$ cat config.mk
export PLATFORM = sky130hd
export DESIGN_NAME = nvp_host_port
export DESIGN_NICKNAME = d
export VERILOG_FILES = /design/src/logic/nvp_pkg.sv /design/src/logic/nvp_phase_timer.sv /design/src/logic/nvp_host_port.sv
export SDC_FILE = /design/constraint.sdc
export NUM_CORES = 1
export LEC_CHECK = 0
export ABC_AREA = 1
export BUFFER_PORTS_ARGS = -buffer_cell sky130_fd_sc_hd__buf_2
export CAP_MARGIN = 10
export CORE_MARGIN = 10
export CORE_UTILIZATION = 45
export CTS_CLUSTER_DIAMETER = 100
export DETAILED_ROUTE_END_ITERATION = 10
export PLACE_DENSITY = 0.74
export SYNTH_ARGS = -nofsm -noshare
export SYNTH_HDL_FRONTEND = slang
export SYNTH_SLANG_ARGS = --single-unit
$ cat constraint.sdc
create_clock -name clk_in -period 4.4 [get_ports clk_in]
set_input_delay 0.22 -clock clk_in [delete_from_list [all_inputs] [get_ports clk_in]]
set_output_delay 0.22 -clock clk_in [all_outputs]
set_load 0.005 [all_outputs]
$ cat src/logic/nvp_pkg.sv
// shared constants and types for the partitioned nv sram host port
package nvp_pkg;

    // ************************************************************
    // pin geometry
    // ************************************************************
    localparam int ADDR_W       = 17;                // word address pins
    localparam int DATA_W       = 16;                // data pins
    localparam int PART_LSB     = 13;                // partition field low bit
    localparam int PART_W       = 4;                 // partition field width
    localparam int PART_COUNT   = 16;                // protectable partitions
    localparam int MATCH_READS  = 20;                // pattern reads
    localparam int LOAD_READS   = 4;                 // register load reads
    localparam int TOTAL_READS  = MATCH_READS + LOAD_READS;
    localparam int STEP_W       = 5;                 // holds 0..23

    // ************************************************************
    // timing in ns, converted to 200 MHz cycles
    // ************************************************************
    localparam int CLK_PERIOD_NS       = 5;
    localparam int T_ADDR_SETUP_NS     = 0;
    localparam int T_ACCESS_NS         = 70;
    localparam int T_CE_PULSE_NS       = 75;
    localparam int T_WRITE_PULSE_NS    = 55;
    localparam int T_ADDR_HOLD_NS      = 50;
    localparam int T_READ_RECOVERY_NS  = 20;
    localparam int T_WRITE_RECOVERY_NS = 10;

    // least time: round up, never below one cycle
    function automatic int min_cycles(input int ns);
        int c;
        c = (ns + CLK_PERIOD_NS - 1) / CLK_PERIOD_NS;
        return (c < 1) ? 1 : c;
    endfunction

    function automatic int max_of(input int a, input int b);
        return (a > b) ? a : b;
    endfunction

    localparam int SETUP_CYC    = min_cycles(T_ADDR_SETUP_NS);
    localparam int READ_CYC     = min_cycles(max_of(T_ACCESS_NS, T_CE_PULSE_NS));
    localparam int WRITE_CYC    = min_cycles(T_WRITE_PULSE_NS);
    localparam int RECOVER_CYC  = min_cycles(max_of(T_ADDR_HOLD_NS,
                                  max_of(T_READ_RECOVERY_NS, T_WRITE_RECOVERY_NS)));
    localparam int TIMER_W      = 5;

    // ************************************************************
    // unlock pattern on addr[16:13], last read first (first read in the low nibble)
    // ************************************************************
    localparam logic [MATCH_READS*PART_W-1:0] UNLOCK_PATTERN = {
        4'h5, 4'h0, 4'h1, 4'h9, 4'h6, 4'hA, 4'h4, 4'h2, 4'h4, 4'h9,
        4'h3, 4'h7, 4'hE, 4'hC, 4'h9, 4'h3, 4'h7, 4'h7, 4'hE, 4'hF
    };

    // ************************************************************
    // commands and states
    // ************************************************************
    typedef enum logic [1:0] {
        NVP_CMD_READ,
        NVP_CMD_WRITE,
        NVP_CMD_PROTECT,
        NVP_CMD_NONE
    } nvp_cmd_t;

    typedef enum logic [1:0] {
        NVP_IDLE,
        NVP_SETUP,
        NVP_STROBE,
        NVP_RECOVER
    } nvp_state_t;

endpackage

$ cat src/logic/nvp_phase_timer.sv
// phase timer: one-cycle tick at the end of a loaded phase length
`timescale 1ns/100ps
module nvp_phase_timer #(
    parameter int WIDTH = 5
) (
    // clock and reset
    input  wire logic             clk_in,
    input  wire logic             rst_in,
    // phase control
    input  wire logic             start_in,
    input  wire logic [WIDTH-1:0] len_in,
    output logic                  tick_out
);

    typedef struct packed {
        logic [WIDTH-1:0] count;
    } nvp_timer_t;

    nvp_timer_t tmr_reg;
    nvp_timer_t tmr_next;

    // ************************************************************
    // countdown; a start restarts even a running phase
    // ************************************************************
    always_comb begin
        tmr_next = tmr_reg;
        if (start_in) begin
            tmr_next.count = len_in;
        end else if (tmr_reg.count != '0) begin
            tmr_next.count = tmr_reg.count - WIDTH'(1);
        end
    end

    always_ff @(posedge clk_in) begin
        if (rst_in) begin
            tmr_reg <= '0;
        end else begin
            tmr_reg <= tmr_next;
        end
    end

    // phase of length n ticks n cycles after the start pulse
    // no start term here: the sequencer raises start from this tick
    assign tick_out = (tmr_reg.count == WIDTH'(1));

endmodule

$ cat src/logic/nvp_host_port.sv
// host controller driving a partitioned nv sram through its pins
//
// Overview of operation
// - host holds every address bit steady through the whole write cycle.
// - host keeps output drive high during writes to avoid bus contention.
// - host reaches partition register by 20 word reads carrying a pattern.
// - pattern on address 16..13 is the fixed twenty-value sequence.
// - host discards data returned by the 24 programming reads.
`timescale 1ns/100ps
module nvp_host_port #(
    parameter int ADDR_W  = nvp_pkg::ADDR_W,
    parameter int DATA_W  = nvp_pkg::DATA_W,
    parameter int TIMER_W = nvp_pkg::TIMER_W
) (
    // clock and reset
    input  wire logic              clk_in,
    input  wire logic              rst_in,
    // user command port
    input  wire logic              cmd_valid_in,
    output logic                   cmd_ready_out,
    input  wire logic [1:0]        cmd_kind_in,
    input  wire logic [ADDR_W-1:0] cmd_addr_in,
    input  wire logic [DATA_W-1:0] cmd_wdata_in,
    input  wire logic [1:0]        cmd_byte_en_in,
    input  wire logic [15:0]       cmd_protect_mask_in,
    // user response port
    output logic                   rsp_valid_out,
    output logic                   rsp_abort_out,
    output logic [DATA_W-1:0]      rsp_rdata_out,
    // supply monitor
    input  wire logic              power_good_in,
    // memory pins
    output logic [ADDR_W-1:0]      word_address_pins_out,
    output logic                   upper_byte_select_n_out,
    output logic                   lower_byte_select_n_out,
    output logic                   write_strobe_n_out,
    output logic                   output_drive_n_out,
    input  wire logic [DATA_W-1:0] data_pins_in,
    output logic [DATA_W-1:0]      data_pins_out,
    output logic                   data_pins_oe_n_out
);

    // ************************************************************
    // elaboration checks
    // ************************************************************
    if (ADDR_W != nvp_pkg::ADDR_W || DATA_W != nvp_pkg::DATA_W) begin : g_bad_geom
        $error("pin widths must match the memory geometry");
    end
    if ((1 << TIMER_W) <= nvp_pkg::max_of(nvp_pkg::READ_CYC,
        nvp_pkg::max_of(nvp_pkg::WRITE_CYC, nvp_pkg::RECOVER_CYC))) begin : g_bad_timer
        $error("timer width too small for the phase lengths");
    end

    localparam logic [TIMER_W-1:0] SETUP_LEN   = TIMER_W'(nvp_pkg::SETUP_CYC);
    localparam logic [TIMER_W-1:0] READ_LEN    = TIMER_W'(nvp_pkg::READ_CYC);
    localparam logic [TIMER_W-1:0] WRITE_LEN   = TIMER_W'(nvp_pkg::WRITE_CYC);
    localparam logic [TIMER_W-1:0] RECOVER_LEN = TIMER_W'(nvp_pkg::RECOVER_CYC);
    localparam logic [nvp_pkg::STEP_W-1:0] LAST_STEP =
        nvp_pkg::STEP_W'(nvp_pkg::TOTAL_READS - 1);

    // ************************************************************
    // helpers
    // ************************************************************
    // address of a programming read: pattern value, then mask nibbles
    function automatic logic [ADDR_W-1:0] prog_addr(
        input logic [nvp_pkg::STEP_W-1:0] step,
        input logic [15:0]                mask
    );
        logic [nvp_pkg::PART_W-1:0] nib;
        int                         idx;
        idx = int'(step);
        if (idx < nvp_pkg::MATCH_READS) begin
            nib = nvp_pkg::UNLOCK_PATTERN[idx*nvp_pkg::PART_W +: nvp_pkg::PART_W];
        end else begin
            // addr13 carries the lowest partition of the group
            nib = mask[(idx - nvp_pkg::MATCH_READS)*nvp_pkg::PART_W +: nvp_pkg::PART_W];
        end
        prog_addr = '0;
        prog_addr[nvp_pkg::PART_LSB +: nvp_pkg::PART_W] = nib;
        return prog_addr;
    endfunction

    // ************************************************************
    // state
    // ************************************************************
    typedef struct packed {
        nvp_pkg::nvp_state_t        state;
        nvp_pkg::nvp_cmd_t          kind;
        logic [nvp_pkg::STEP_W-1:0] step;
        logic [15:0]                mask;
        logic [1:0]                 byte_en;
        logic [ADDR_W-1:0]          addr;
        logic [DATA_W-1:0]          wdata;
        logic                       sel_u_n;
        logic                       sel_l_n;
        logic                       we_n;
        logic                       oe_n;
        logic                       drive_n;
        logic                       rsp_valid;
        logic                       rsp_abort;
        logic [DATA_W-1:0]          rdata;
    } nvp_host_t;

    nvp_host_t st_reg;
    nvp_host_t st_next;

    logic                 tmr_start;
    logic [TIMER_W-1:0]   tmr_len;
    logic                 tmr_tick;

    nvp_phase_timer #(
        .WIDTH    (TIMER_W)
    ) u_timer (
        .clk_in   (clk_in),
        .rst_in   (rst_in),
        .start_in (tmr_start),
        .len_in   (tmr_len),
        .tick_out (tmr_tick)
    );

    // ************************************************************
    // access sequencer
    // ************************************************************
    // idle pins: all strobes high, data bus released
    always_comb begin
        st_next           = st_reg;
        st_next.rsp_valid = 1'b0;
        st_next.rsp_abort = 1'b0;
        tmr_start         = 1'b0;
        tmr_len           = SETUP_LEN;
        if (!power_good_in && st_reg.state != nvp_pkg::NVP_IDLE) begin
            // device ignores us now; drop the cycle rather than guess
            st_next.state     = nvp_pkg::NVP_IDLE;
            st_next.sel_u_n   = 1'b1;
            st_next.sel_l_n   = 1'b1;
            st_next.we_n      = 1'b1;
            st_next.oe_n      = 1'b1;
            st_next.drive_n   = 1'b1;
            st_next.rsp_valid = 1'b1;
            st_next.rsp_abort = 1'b1;
        end else begin
            unique case (st_reg.state)
                nvp_pkg::NVP_IDLE: begin
                    if (cmd_valid_in && power_good_in &&
                        nvp_pkg::nvp_cmd_t'(cmd_kind_in) != nvp_pkg::NVP_CMD_NONE) begin
                        st_next.kind    = nvp_pkg::nvp_cmd_t'(cmd_kind_in);
                        st_next.wdata   = cmd_wdata_in;
                        st_next.mask    = cmd_protect_mask_in;
                        st_next.step    = '0;
                        if (nvp_pkg::nvp_cmd_t'(cmd_kind_in) == nvp_pkg::NVP_CMD_PROTECT) begin
                            st_next.byte_en = 2'h3;
                            st_next.addr    = prog_addr('0, cmd_protect_mask_in);
                        end else begin
                            // no selects means no access; widen to a word
                            st_next.byte_en = (cmd_byte_en_in == 2'h0) ? 2'h3 : cmd_byte_en_in;
                            st_next.addr    = cmd_addr_in;
                        end
                        st_next.drive_n = (nvp_pkg::nvp_cmd_t'(cmd_kind_in) !=
                                           nvp_pkg::NVP_CMD_WRITE);
                        st_next.state   = nvp_pkg::NVP_SETUP;
                        tmr_start       = 1'b1;
                        tmr_len         = SETUP_LEN;
                    end
                end
                nvp_pkg::NVP_SETUP: begin
                    if (tmr_tick) begin
                        // address already stable for the setup phase
                        st_next.sel_u_n = !st_reg.byte_en[1];
                        st_next.sel_l_n = !st_reg.byte_en[0];
                        if (st_reg.kind == nvp_pkg::NVP_CMD_WRITE) begin
                            st_next.we_n = 1'b0;
                            st_next.oe_n = 1'b1;
                            tmr_len      = WRITE_LEN;
                        end else begin
                            st_next.we_n = 1'b1;
                            st_next.oe_n = 1'b0;
                            tmr_len      = READ_LEN;
                        end
                        st_next.state = nvp_pkg::NVP_STROBE;
                        tmr_start     = 1'b1;
                    end
                end
                nvp_pkg::NVP_STROBE: begin
                    if (tmr_tick) begin
                        if (st_reg.kind == nvp_pkg::NVP_CMD_READ) begin
                            // bytes not selected float; report them as zero
                            st_next.rdata = {st_reg.byte_en[1] ? data_pins_in[15:8] : 8'h00,
                                             st_reg.byte_en[0] ? data_pins_in[7:0] : 8'h00};
                        end
                        // all strobes rise together, ending the write
                        st_next.sel_u_n = 1'b1;
                        st_next.sel_l_n = 1'b1;
                        st_next.we_n    = 1'b1;
                        st_next.oe_n    = 1'b1;
                        st_next.state   = nvp_pkg::NVP_RECOVER;
                        tmr_start       = 1'b1;
                        tmr_len         = RECOVER_LEN;
                    end
                end
                nvp_pkg::NVP_RECOVER: begin
                    // address and write data held to here for hold time
                    if (tmr_tick) begin
                        st_next.drive_n = 1'b1;
                        if (st_reg.kind == nvp_pkg::NVP_CMD_PROTECT &&
                            st_reg.step != LAST_STEP) begin
                            // reads only, back to back: no write breaks the match
                            st_next.step  = st_reg.step + nvp_pkg::STEP_W'(1);
                            st_next.addr  = prog_addr(st_reg.step + nvp_pkg::STEP_W'(1),
                                                      st_reg.mask);
                            st_next.state = nvp_pkg::NVP_SETUP;
                            tmr_start     = 1'b1;
                            tmr_len       = SETUP_LEN;
                        end else begin
                            st_next.state     = nvp_pkg::NVP_IDLE;
                            st_next.rsp_valid = 1'b1;
                        end
                    end
                end
            endcase
        end
    end

    always_ff @(posedge clk_in) begin
        if (rst_in) begin
            st_reg         <= '0;
            st_reg.state   <= nvp_pkg::NVP_IDLE;
            st_reg.kind    <= nvp_pkg::NVP_CMD_NONE;
            st_reg.sel_u_n <= 1'b1;
            st_reg.sel_l_n <= 1'b1;
            st_reg.we_n    <= 1'b1;
            st_reg.oe_n    <= 1'b1;
            st_reg.drive_n <= 1'b1;
        end else begin
            st_reg <= st_next;
        end
    end

    // ************************************************************
    // outputs
    // ************************************************************
    assign cmd_ready_out           = (st_reg.state == nvp_pkg::NVP_IDLE) && power_good_in;
    assign rsp_valid_out           = st_reg.rsp_valid;
    assign rsp_abort_out           = st_reg.rsp_abort;
    // programming reads never update rdata, so their data is dropped
    assign rsp_rdata_out           = st_reg.rdata;
    assign word_address_pins_out   = st_reg.addr;
    assign upper_byte_select_n_out = st_reg.sel_u_n;
    assign lower_byte_select_n_out = st_reg.sel_l_n;
    assign write_strobe_n_out      = st_reg.we_n;
    assign output_drive_n_out      = st_reg.oe_n;
    assign data_pins_out           = st_reg.wdata;
    assign data_pins_oe_n_out      = st_reg.drive_n;

endmodule

==> summary.md, run 1 <==
| Metric | Value |
|---|---|
| Status | finished, final reports clean |
| Vias per inst | 4.900 |
| Post-synth EDFFs | 0 |
| Pin count of the biggest net entering global routing | 45 |
| Die area | 14700 um^2 |
| Final Wtd Congestion | 0.8849 |
| Layout area overhead | 11.50% |
| Most used DFF post-synth | dfxtp_1 |
| Antenna violations before repair | 0 |
| Share of layout cells above drive strength 1 | 25.07% |
| Avg WL per Cell | 13.77 um |
| Total grt overflow | 0 |
| Core footprint | 9864 um^2 |
| Worst IR drop on VDD | 0.2480 mV |
| Fin area | 5142 um^2 |
| Top-area cell type share of the netlist area | 38.20% |
| Syn Area/Cell | 7.106 um^2 |
| Largest area contributor in the netlist | dfxtp_1 |
| Min-delay worst type | in2reg |
| # clock sinks | 88 |
| I/O Pins | 130 |
| Largest register FFs | 27 |
| Tot GR Track Use | 15.33% |
| Critical Path Fanout Max | 43 |
| Top-count cell post-synth | nor2_1 |
| Filler cell count in the final layout | 967 |
| Post-synth ARST share | 0% |
| Dpl hpwl | 8.717 mm |
| Row count | 36 |
| DRT Pass-1 Iters | 4 |
| CTS clk-pin slew, worst paths | 100 ps |
| Sequential area share after synthesis | 38.20% |
| Residual DRC | 0 |
| Post-CTS sizing | 0 |
| Period minus WS final | 2504 ps |
| Clock skew | 14.27 ps |
| Yosys reg bits | 88 |
| Worst Path Arrival | 2780 ps |
| Die height | 121.2 um |
| Syn Inst Count | 649 |
| Clock root buffer | clkbuf_8 |
| Post-synthesis cell type count | 36 |
| Final worst path period share | 56.90% |
| Synthesized area | 4612 um^2 |
| Fin Setup TNS | 0 ps |
| Ys Warns | 0 |
| Final setup vio count | 0 |
| IO buf count | 129 |
| First-pass GRT wire length | 19.14 mm |
| Rel. slew slack | 53.82% |
| Postcts setup bufs | 0 |
| Actual slew at the worst max-slew pin | 691.1 ps |
| 1st-iter DRT viols | 275 |
| DP Area | 4922 um^2 |
| Layout Nets | 799 |
| Die W | 121.2 um |
| Worst setup EP type | flip-flop |
| Pwr/cell area | 514.0 nW/um^2 |
| Post-synth net total | 735 |
| Via count | 4170 |
| RSZ-0062 raised after global routing | false |
| Top post-synthesis cells by count | nor2_1, dfxtp_1, nand2_1, inv_1, o21ai_0 |
| Clock Latency Late Sink | 350 ps |
| Inserted Clock Buffers | 9 |
| Number of global-route vias before repair | 4169 |
| Final Max Tran Viols | 0 |
| N_diodes | 0 |
| Final hold violations | 0 |
| Fmax | 0.3994 GHz |
| Max Cap Violations | 0 |
| Pleak | 2.490 nW |
| Final Util | 52.13% |
| Hold_buf cts | 0 |
| CTS Buffer Depth | 2 |
| Post-Route WL | 11.72 mm |
| Crit path kind | reg2reg |
| Req. time, crit path | 4680 ps |
| Routed Antenna Nets | 0 |
| Initial core utilization | 46.75% |
| Top post-synthesis cells by area | dfxtp_1, nor2_1, buf_4 |
| Deepest level of the CTS H-tree | 3 |
| CTS tree | done |
| Startpoint types | flip-flop |
[layer usage]
metal	global-route usage (%)	wire (um)	up-vias
li1	-	-	2157
met3	7.352	1323	7
met2	25.27	5309	138
met4	3.204	66	0
met1	17.72	5018	1868
met5	0	0	-
[where the power goes]
| part | internal [mW] | switching (mW) |
|---|---|---|
| clock network | 0.323 | 0.293 |
| logic | 0.367 | 0.611 |
| registers | 0.945 | 0.103 |
[layout make-up]
class / count / area, um^2 / area share (%)
Inverter: 78 / 295.3 / 5.742
Sequential cell: 88 / 1762 / 34.26
Timing Repair Buffer: 130 / 653.1 / 12.70
Multi-Input combinational cell: 406 / 2046 / 39.78
Clock buffer: 10 / 127.6 / 2.482
Tap cell: 133 / 166.4 / 3.236
Clock inverter: 6 / 92.59 / 1.800
[worst paths after layout]
path	cells after the start	slack [ps]	end	startpoint
setup / recovery	10	1900	u_timer.tmr_reg[3]	st_reg[81]
hold / removal	3	90	st_reg[65]	cmd_protect_mask_in[7]
setup reg to reg	10	1900	u_timer.tmr_reg[3]	st_reg[81]
hold reg to reg	2	450	word_address_pins_out[10]	word_address_pins_out[10]
[worst max-delay path, cell delays in order (launching register included)]
cell and delay (ps):
dfxtp_1 340, inv_1 90, ha_1 250, nand2_1 140, nor2_4 570, inv_2 470
nand2_2 240, nand2_1 100, o21ai_1 80, nand2_1 70, nor2_1 80
[logic make-up (layout without fill, tap and decap cells)]
family	after synthesis	count (layout)	synth area share, %
AO/OA/AOI/OAI	137	137	15.93
XOR/XNOR	4	4	0.7596
flip-flops	88	88	38.20
adder cells (fa/ha/maj)	13	13	3.527
AND/OR/NAND/NOR	252	252	24.15
buffers and inverters	155	224	17.44
[layout by cell type, fill, tap and decap left out, types with 3 or more instances in the layout]
cell and instances:
o21ai_0 56, a21oi_2 6, xor2_1 4, nand3_1 37
nand2_2 8, a21oi_1 48, o211ai_1 5, dfxtp_1 88
inv_2 11, ha_1 13, nor2_1 107, nand4_1 5
clkbuf_8 9, nand2_1 82, o21ai_1 17, inv_1 65
buf_2 129, nand3_4 3
[per-stage QoR]
step / setup WS (ps) / cells / total power, mW / hold WS, ps
final: 1896 / 851 / 2.643 / 88.94
after global routing: 1590 / 851 / 2.858 / 86.07
after CTS: 1897 / 851 / 2.668 / 75.19
after floorplan: 2520 / 649 / 1.870 / 341.4
after detailed placement: 1924 / 835 / 2.038 / 439.9
after global placement: 2086 / 835 / 2.004 / 430.4
(Power assumes the default switching activity.)
==> inputs of run 2 (changes only) <==
Settings changed: PLACE_DENSITY 0.74 to 0.76.
Clock period 4.4 ns to 2.1 ns, I/O delays scaled along.
==> summary.md, run 2 (synthesized netlist as in run 1, its figures left out) <==
| Metric | Value |
|---|---|
| Rel. slew slack | 67.72% |
| Clock skew | 13.22 ps |
| Final Wtd Congestion | 0.9600 |
| Worst setup EP type | flip-flop |
| Avg WL per Cell | 13.96 um |
| Slowest CP cell | dfxtp_1 |
| Most common cell after layout, fill and taps aside | buf_2 |
| Die height | 121.2 um |
| CP peak stage delay | 440 ps |
| Antenna violations before repair | 0 |
| HP Start | data_pins_in[2] |
| Logic pwr share | 40.2% |
| Critical Path Fanout Max | 10 |
| Crit path cell chain | ha_1, inv_1, nand2_1, nand2_2, ha_1, nand2_1, inv_1, nand3_1, nand2_1, nand2_1, a21oi_2 |
| Clock network power share | 20.0% |
| Share of layout cells above drive strength 1 | 24.48% |
| Final worst path period share | 90.42% |
| Tot GR Track Use | 16.43% |
| Initial core utilization | 46.75% |
| Filler cell count in the final layout | 908 |
| Actual slew at the worst max-slew pin | 484.1 ps |
| CTS clk-pin slew, worst paths | 90 ps |
| Register share of total power | 39.9% |
| 1st-iter DRT viols | 315 |
| Power, Total | 5.477 mW |
| Max Cap Violations | 0 |
| Number of global-route vias before repair | 4402 |
| CTS Buffer Depth | 2 |
| Inserted Clock Buffers | 9 |
| Worst IR drop on VDD | 0.4905 mV |
| Pleak | 2.673 nW |
| Crit path from | st_reg[75] |
| Pwr/cell area | 983.4 nW/um^2 |
| Layout Nets | 845 |
| Total grt overflow | 0 |
| Min-delay worst type | in2reg |
| DRT Pass-1 Iters | 6 |
| Crit path kind | reg2reg |
| Top cell by count, worst path | nand2_1 |
| Clock Latency Late Sink | 360 ps |
| Vias per inst | 4.939 |
| Layout area overhead | 20.75% |
| Cell Int Power | 3.274 mW |
| I/O Pins | 130 |
| Deepest level of the CTS H-tree | 3 |
| Core footprint | 9864 um^2 |
| Die area | 14700 um^2 |
| Row count | 36 |
| Final Max Tran Viols | 0 |
| Dpl hpwl | 8.583 mm |
| Worst Slack Setup Final | 201.3 ps |
| Reg2Reg Setup Slack | 200 ps |
| Clock root buffer | clkbuf_8 |
| Post-Route WL | 12.52 mm |
| Reg2reg end | word_address_pins_out[14] |
| RSZ-0062 raised after global routing | false |
| Sw Ratio | 40.21% |
| P_sw | 2.202 mW |
| First-pass GRT wire length | 20.44 mm |
| Commonest non-fill, non-tap cells in the layout | buf_2, nor2_1, dfxtp_1, nand2_1, inv_1 |
| Residual DRC | 0 |
| Largest register FFs | 27 |
| CTS tree | done |
| Startpoint types | flip-flop |
| Via count | 4430 |
| Period minus WS final | 1899 ps |
| Routed Antenna Nets | 0 |
| Pin count of the biggest net entering global routing | 45 |
| Reg2reg start | st_reg[75] |
| Fmax | 0.5267 GHz |
| IO buf count | 129 |
| Pre-CTS WS | 135.7 ps |
| Req. time, crit path | 2400 ps |
| Worst Path Arrival | 2200 ps |
| N_diodes | 0 |
| Status | finished, final reports clean |
| Crit path capture | word_address_pins_out[14] |
| Worst Reg2Reg Path Length in Cells | 11 |
| Die W | 121.2 um |
| # clock sinks | 88 |
| Final hold violations | 0 |
| Final setup vio count | 0 |
| Fin Setup TNS | 0 ps |
==> run 2: changes by cell type in the layout (fill, tap and decap cells not counted) <==
cell,change
o21ai_0,-1
inv_6,+2
buf_4,+4
buf_12,+1
dlygate4sd3_1,+40
dfxtp_2,+1
nand3_4,+1
o21ai_1,+1
dfxtp_1,-1
bufinv_16,-2
==> run 2: final cells by class <==
cell class	instances	area [um^2]	area share (%)
well taps	133	166.4	2.988
multi-input cells	407	2063	37.05
flip-flops and latches	88	1763	31.66
clock buffers	10	127.6	2.292
inverters	78	295.3	5.302
clock inverters	6	50.05	0.8987
repair buffers	175	1104	19.82
==> run 2: worst min path at each step <==
| stage | cells after the start | to | slack (ps) |
|---|---|---|---|
| after floorplan | 1 | st_reg[57] | 230 |
| after global placement | 3 | data_pins_out[6] | 330 |
| after detailed placement | 3 | st_reg[71] | 330 |
| after CTS | 3 | rsp_rdata_out[2] | 0.1 |
| after global routing | 3 | rsp_rdata_out[12] | 7 |
| final | 3 | rsp_rdata_out[2] | 3 |
==> run 2: power by group through the flow <==
stage | Clock, mW | Sequential [mW] | Combinational [mW]
after floorplan | 0 | 2.16 | 1.75
after global placement | 0 | 2.20 | 2.02
after detailed placement | 0 | 2.21 | 2.07
after CTS | 1.13 | 2.18 | 2.14
after global routing | 1.18 | 2.23 | 2.52
final | 1.09 | 2.18 | 2.20
==> run 2: timing repair <==
| item | 4_1_cts | 5_1_grt |
|---|---|---|
| gates resized for setup | 0 | 3 |
| endpoints found under the hold margin | 40 | 0 |
| setup buffers | 0 | 0 |
| hold buffers | 40 | 0 |
| endpoints found under the setup margin | 0 | 17 |
==> run 2: metrics by stage <==
step	util [%]	hold slack (ps)	std cells	cell area [um^2]
floorplan	-	226.4	649	4612
global route	56.46	7.203	897	5569
global placement	50.41	327.2	840	4972
detailed placement	50.41	331.4	840	4972
CTS	56.27	0.1429	896	5550
finish	56.46	2.899	897	5569
==> run 2: per-layer routing <==
layer / track usage, % / vias up / wire length (um)
li1: - / 2250 / -
met1: 18.85 / 2008 / 5309
met2: 27.14 / 159 / 5724
met3: 7.027 / 13 / 1338
met4: 4.993 / 0 / 149
met5: 0 / - / 0
==> run 2: critical path: cells and delay by family (launching register included) <==
| kind | cells | cell delay, ps |
|---|---|---|
| compound gates | 1 | 140 |
| fa+ha+maj | 2 | 550 |
| buf+inv | 2 | 180 |
| flops | 1 | 440 |
| simple gates | 6 | 530 |
==> inputs of run 3 (changes only) <==
==> constraint.sdc (replaced) <==
create_clock -name clk_in -period 2.1 [get_ports clk_in]
set_input_delay 0.42 -clock clk_in [delete_from_list [all_inputs] [get_ports clk_in]]
set_output_delay 0.42 -clock clk_in [all_outputs]
set_load 0.005 [all_outputs]
==> summary.md, run 3 (synthesized netlist as in run 1, its figures left out) <==
| Metric | Value |
|---|---|
| Pin count of the biggest net entering global routing | 45 |
| Most common cell after layout, fill and taps aside | buf_2 |
| Min-delay worst type | in2reg |
| Row count | 36 |
| CTS clk-pin slew, worst paths | 90 ps |
| Filler cell count in the final layout | 976 |
| N_diodes | 0 |
| Residual DRC | 0 |
| Startpoint types | flip-flop |
| Layout area overhead | 12.45% |
| Period minus WS final | 1874 ps |
| Avg WL per Cell | 13.43 um |
| Clock root buffer | clkbuf_8 |
| CTS tree | done |
| Worst setup EP type | flip-flop |
| Die W | 121.2 um |
| GRT Max-Usage Layer | met2 |
| Die height | 121.2 um |
| Routed Antenna Nets | 0 |
| Logic pwr share | 39.4% |
| Crit path cell chain | inv_1, ha_1, o21ai_0, o21ai_0, nand3_1, nand2_1, nand2_1, a21oi_2 |
| Worst Path Arrival | 2180 ps |
| Actual slew at the worst max-slew pin | 485.7 ps |
| Vias per inst | 4.826 |
| Tot GR Track Use | 15.47% |
| Req. time, crit path | 2400 ps |
| Final Max Tran Viols | 0 |
| Antenna violations before repair | 0 |
| Post-Route WL | 11.55 mm |
| Pleak | 2.523 nW |
| Final worst path period share | 89.25% |
| Met1 Use GR | 18.84% |
| DRT Pass-1 Iters | 7 |
| Largest register FFs | 27 |
| HP Start | cmd_wdata_in[5] |
| I/O Pins | 130 |
| Hold_buf cts | 0 |
| Via count | 4150 |
| Reg area | 1763 um^2 |
| Cell Int Power | 3.235 mW |
| Initial core utilization | 46.75% |
| Clock network power share | 20.2% |
| Final hold violations | 0 |
| Total grt overflow | 0 |
| Die area | 14700 um^2 |
| Clock Latency Late Sink | 360 ps |
| Register share of total power | 40.4% |
| First-pass GRT wire length | 19.15 mm |
| Sw Ratio | 40.09% |
| Footprint of the multi-input gates | 2046 um^2 |
| Crit path from | st_reg[75] |
| CTS Buffer Depth | 2 |
| 1st-iter DRT viols | 266 |
| RSZ-0062 raised after global routing | false |
| P_sw | 2.165 mW |
| Reg2reg start | st_reg[75] |
| Commonest non-fill, non-tap cells in the layout | buf_2, nor2_1, dfxtp_1, nand2_1, inv_1 |
| Max Cap Violations | 0 |
| IO buf count | 129 |
| Clock skew | 7.743 ps |
| GR Layer Usage met2 | 24.56% |
| Worst IR drop on VDD | 0.4675 mV |
| Slowest CP cell | dfxtp_1 |
| Number of global-route vias before repair | 4198 |
| Fin Setup TNS | 0 ps |
| Final Util | 52.57% |
| Critical Path Fanout Max | 9 |
| Layout Nets | 808 |
| Hold slack final | 269.7 ps |
| Core footprint | 9864 um^2 |
| Share of layout cells above drive strength 1 | 26.27% |
| # clock sinks | 88 |
| Deepest level of the CTS H-tree | 3 |
| Status | finished, final reports clean |
| Final setup vio count | 0 |
| CP peak stage delay | 450 ps |
| Fmax | 0.5335 GHz |
| Dpl hpwl | 8.642 mm |
| Pwr/cell area | 1041 nW/um^2 |
| Rel. slew slack | 67.58% |
| Crit path kind | reg2reg |
| Met3 Use GR | 6.375% |
| Final Wtd Congestion | 0.8598 |
| Inserted Clock Buffers | 9 |
## run 3: power by group through the flow
stage	Combinational, mW	Clock (mW)	Sequential [mW]
final	2.13	1.09	2.18
after global routing	2.45	1.18	2.22
after CTS	2.12	1.13	2.18
after detailed placement	2.10	0	2.21
after global placement	2.03	0	2.20
after floorplan	1.75	0	2.16
## run 3: metrics by stage
step	setup WS [ps]	cell area, um^2	total power, mW	cells
floorplan	219.6	4612	3.918	649
global placement	262.0	5002	4.231	844
detailed placement	157.7	5002	4.313	844
CTS	128.8	5181	5.427	860
global route	38.71	5186	5.852	860
finish	225.8	5186	5.400	860
## run 3: repair_timing
action | 4_1_cts | 5_1_grt
endpoints found under the setup margin | 0 | 15
setup buffers | 0 | 0
resized for setup | 0 | 2
endpoints found under the hold margin | 0 | 0
## run 3: metal layers
| metal | vias to the layer above | share of wire (%) |
|---|---|---|
| met1 | 1840 | 44 |
| met3 | 10 | 9.5 |
| met5 | - | 0 |
| li1 | 2162 | - |
| met2 | 138 | 45 |
| met4 | 0 | 1.0 |
## run 3: path summary, 6_finish.rpt
check	end	slack, ps	depth (start not counted)
max	word_address_pins_out[14]	230	8
min	data_pins_out[5]	270	3
max reg2reg	word_address_pins_out[14]	230	8
min reg2reg	word_address_pins_out[9]	450	2
## run 3: final cells by class
type,count,share of cell area (%)
multi-input cells,406,39.45
inverters,78,5.694
flip-flops and latches,88,33.99
clock inverters,7,1.062
clock buffers,9,2.388
well taps,133,3.209
repair buffers,139,14.21
## run 3: critical path: cells and delay by family, from the launching register on
family | cells | cell delay [ps]
AOI/OAI and AO/OA | 3 | 520
buffers and inverters | 1 | 140
DFF | 1 | 450
and+or+nand+nor | 3 | 250
adders and majority gates | 1 | 440
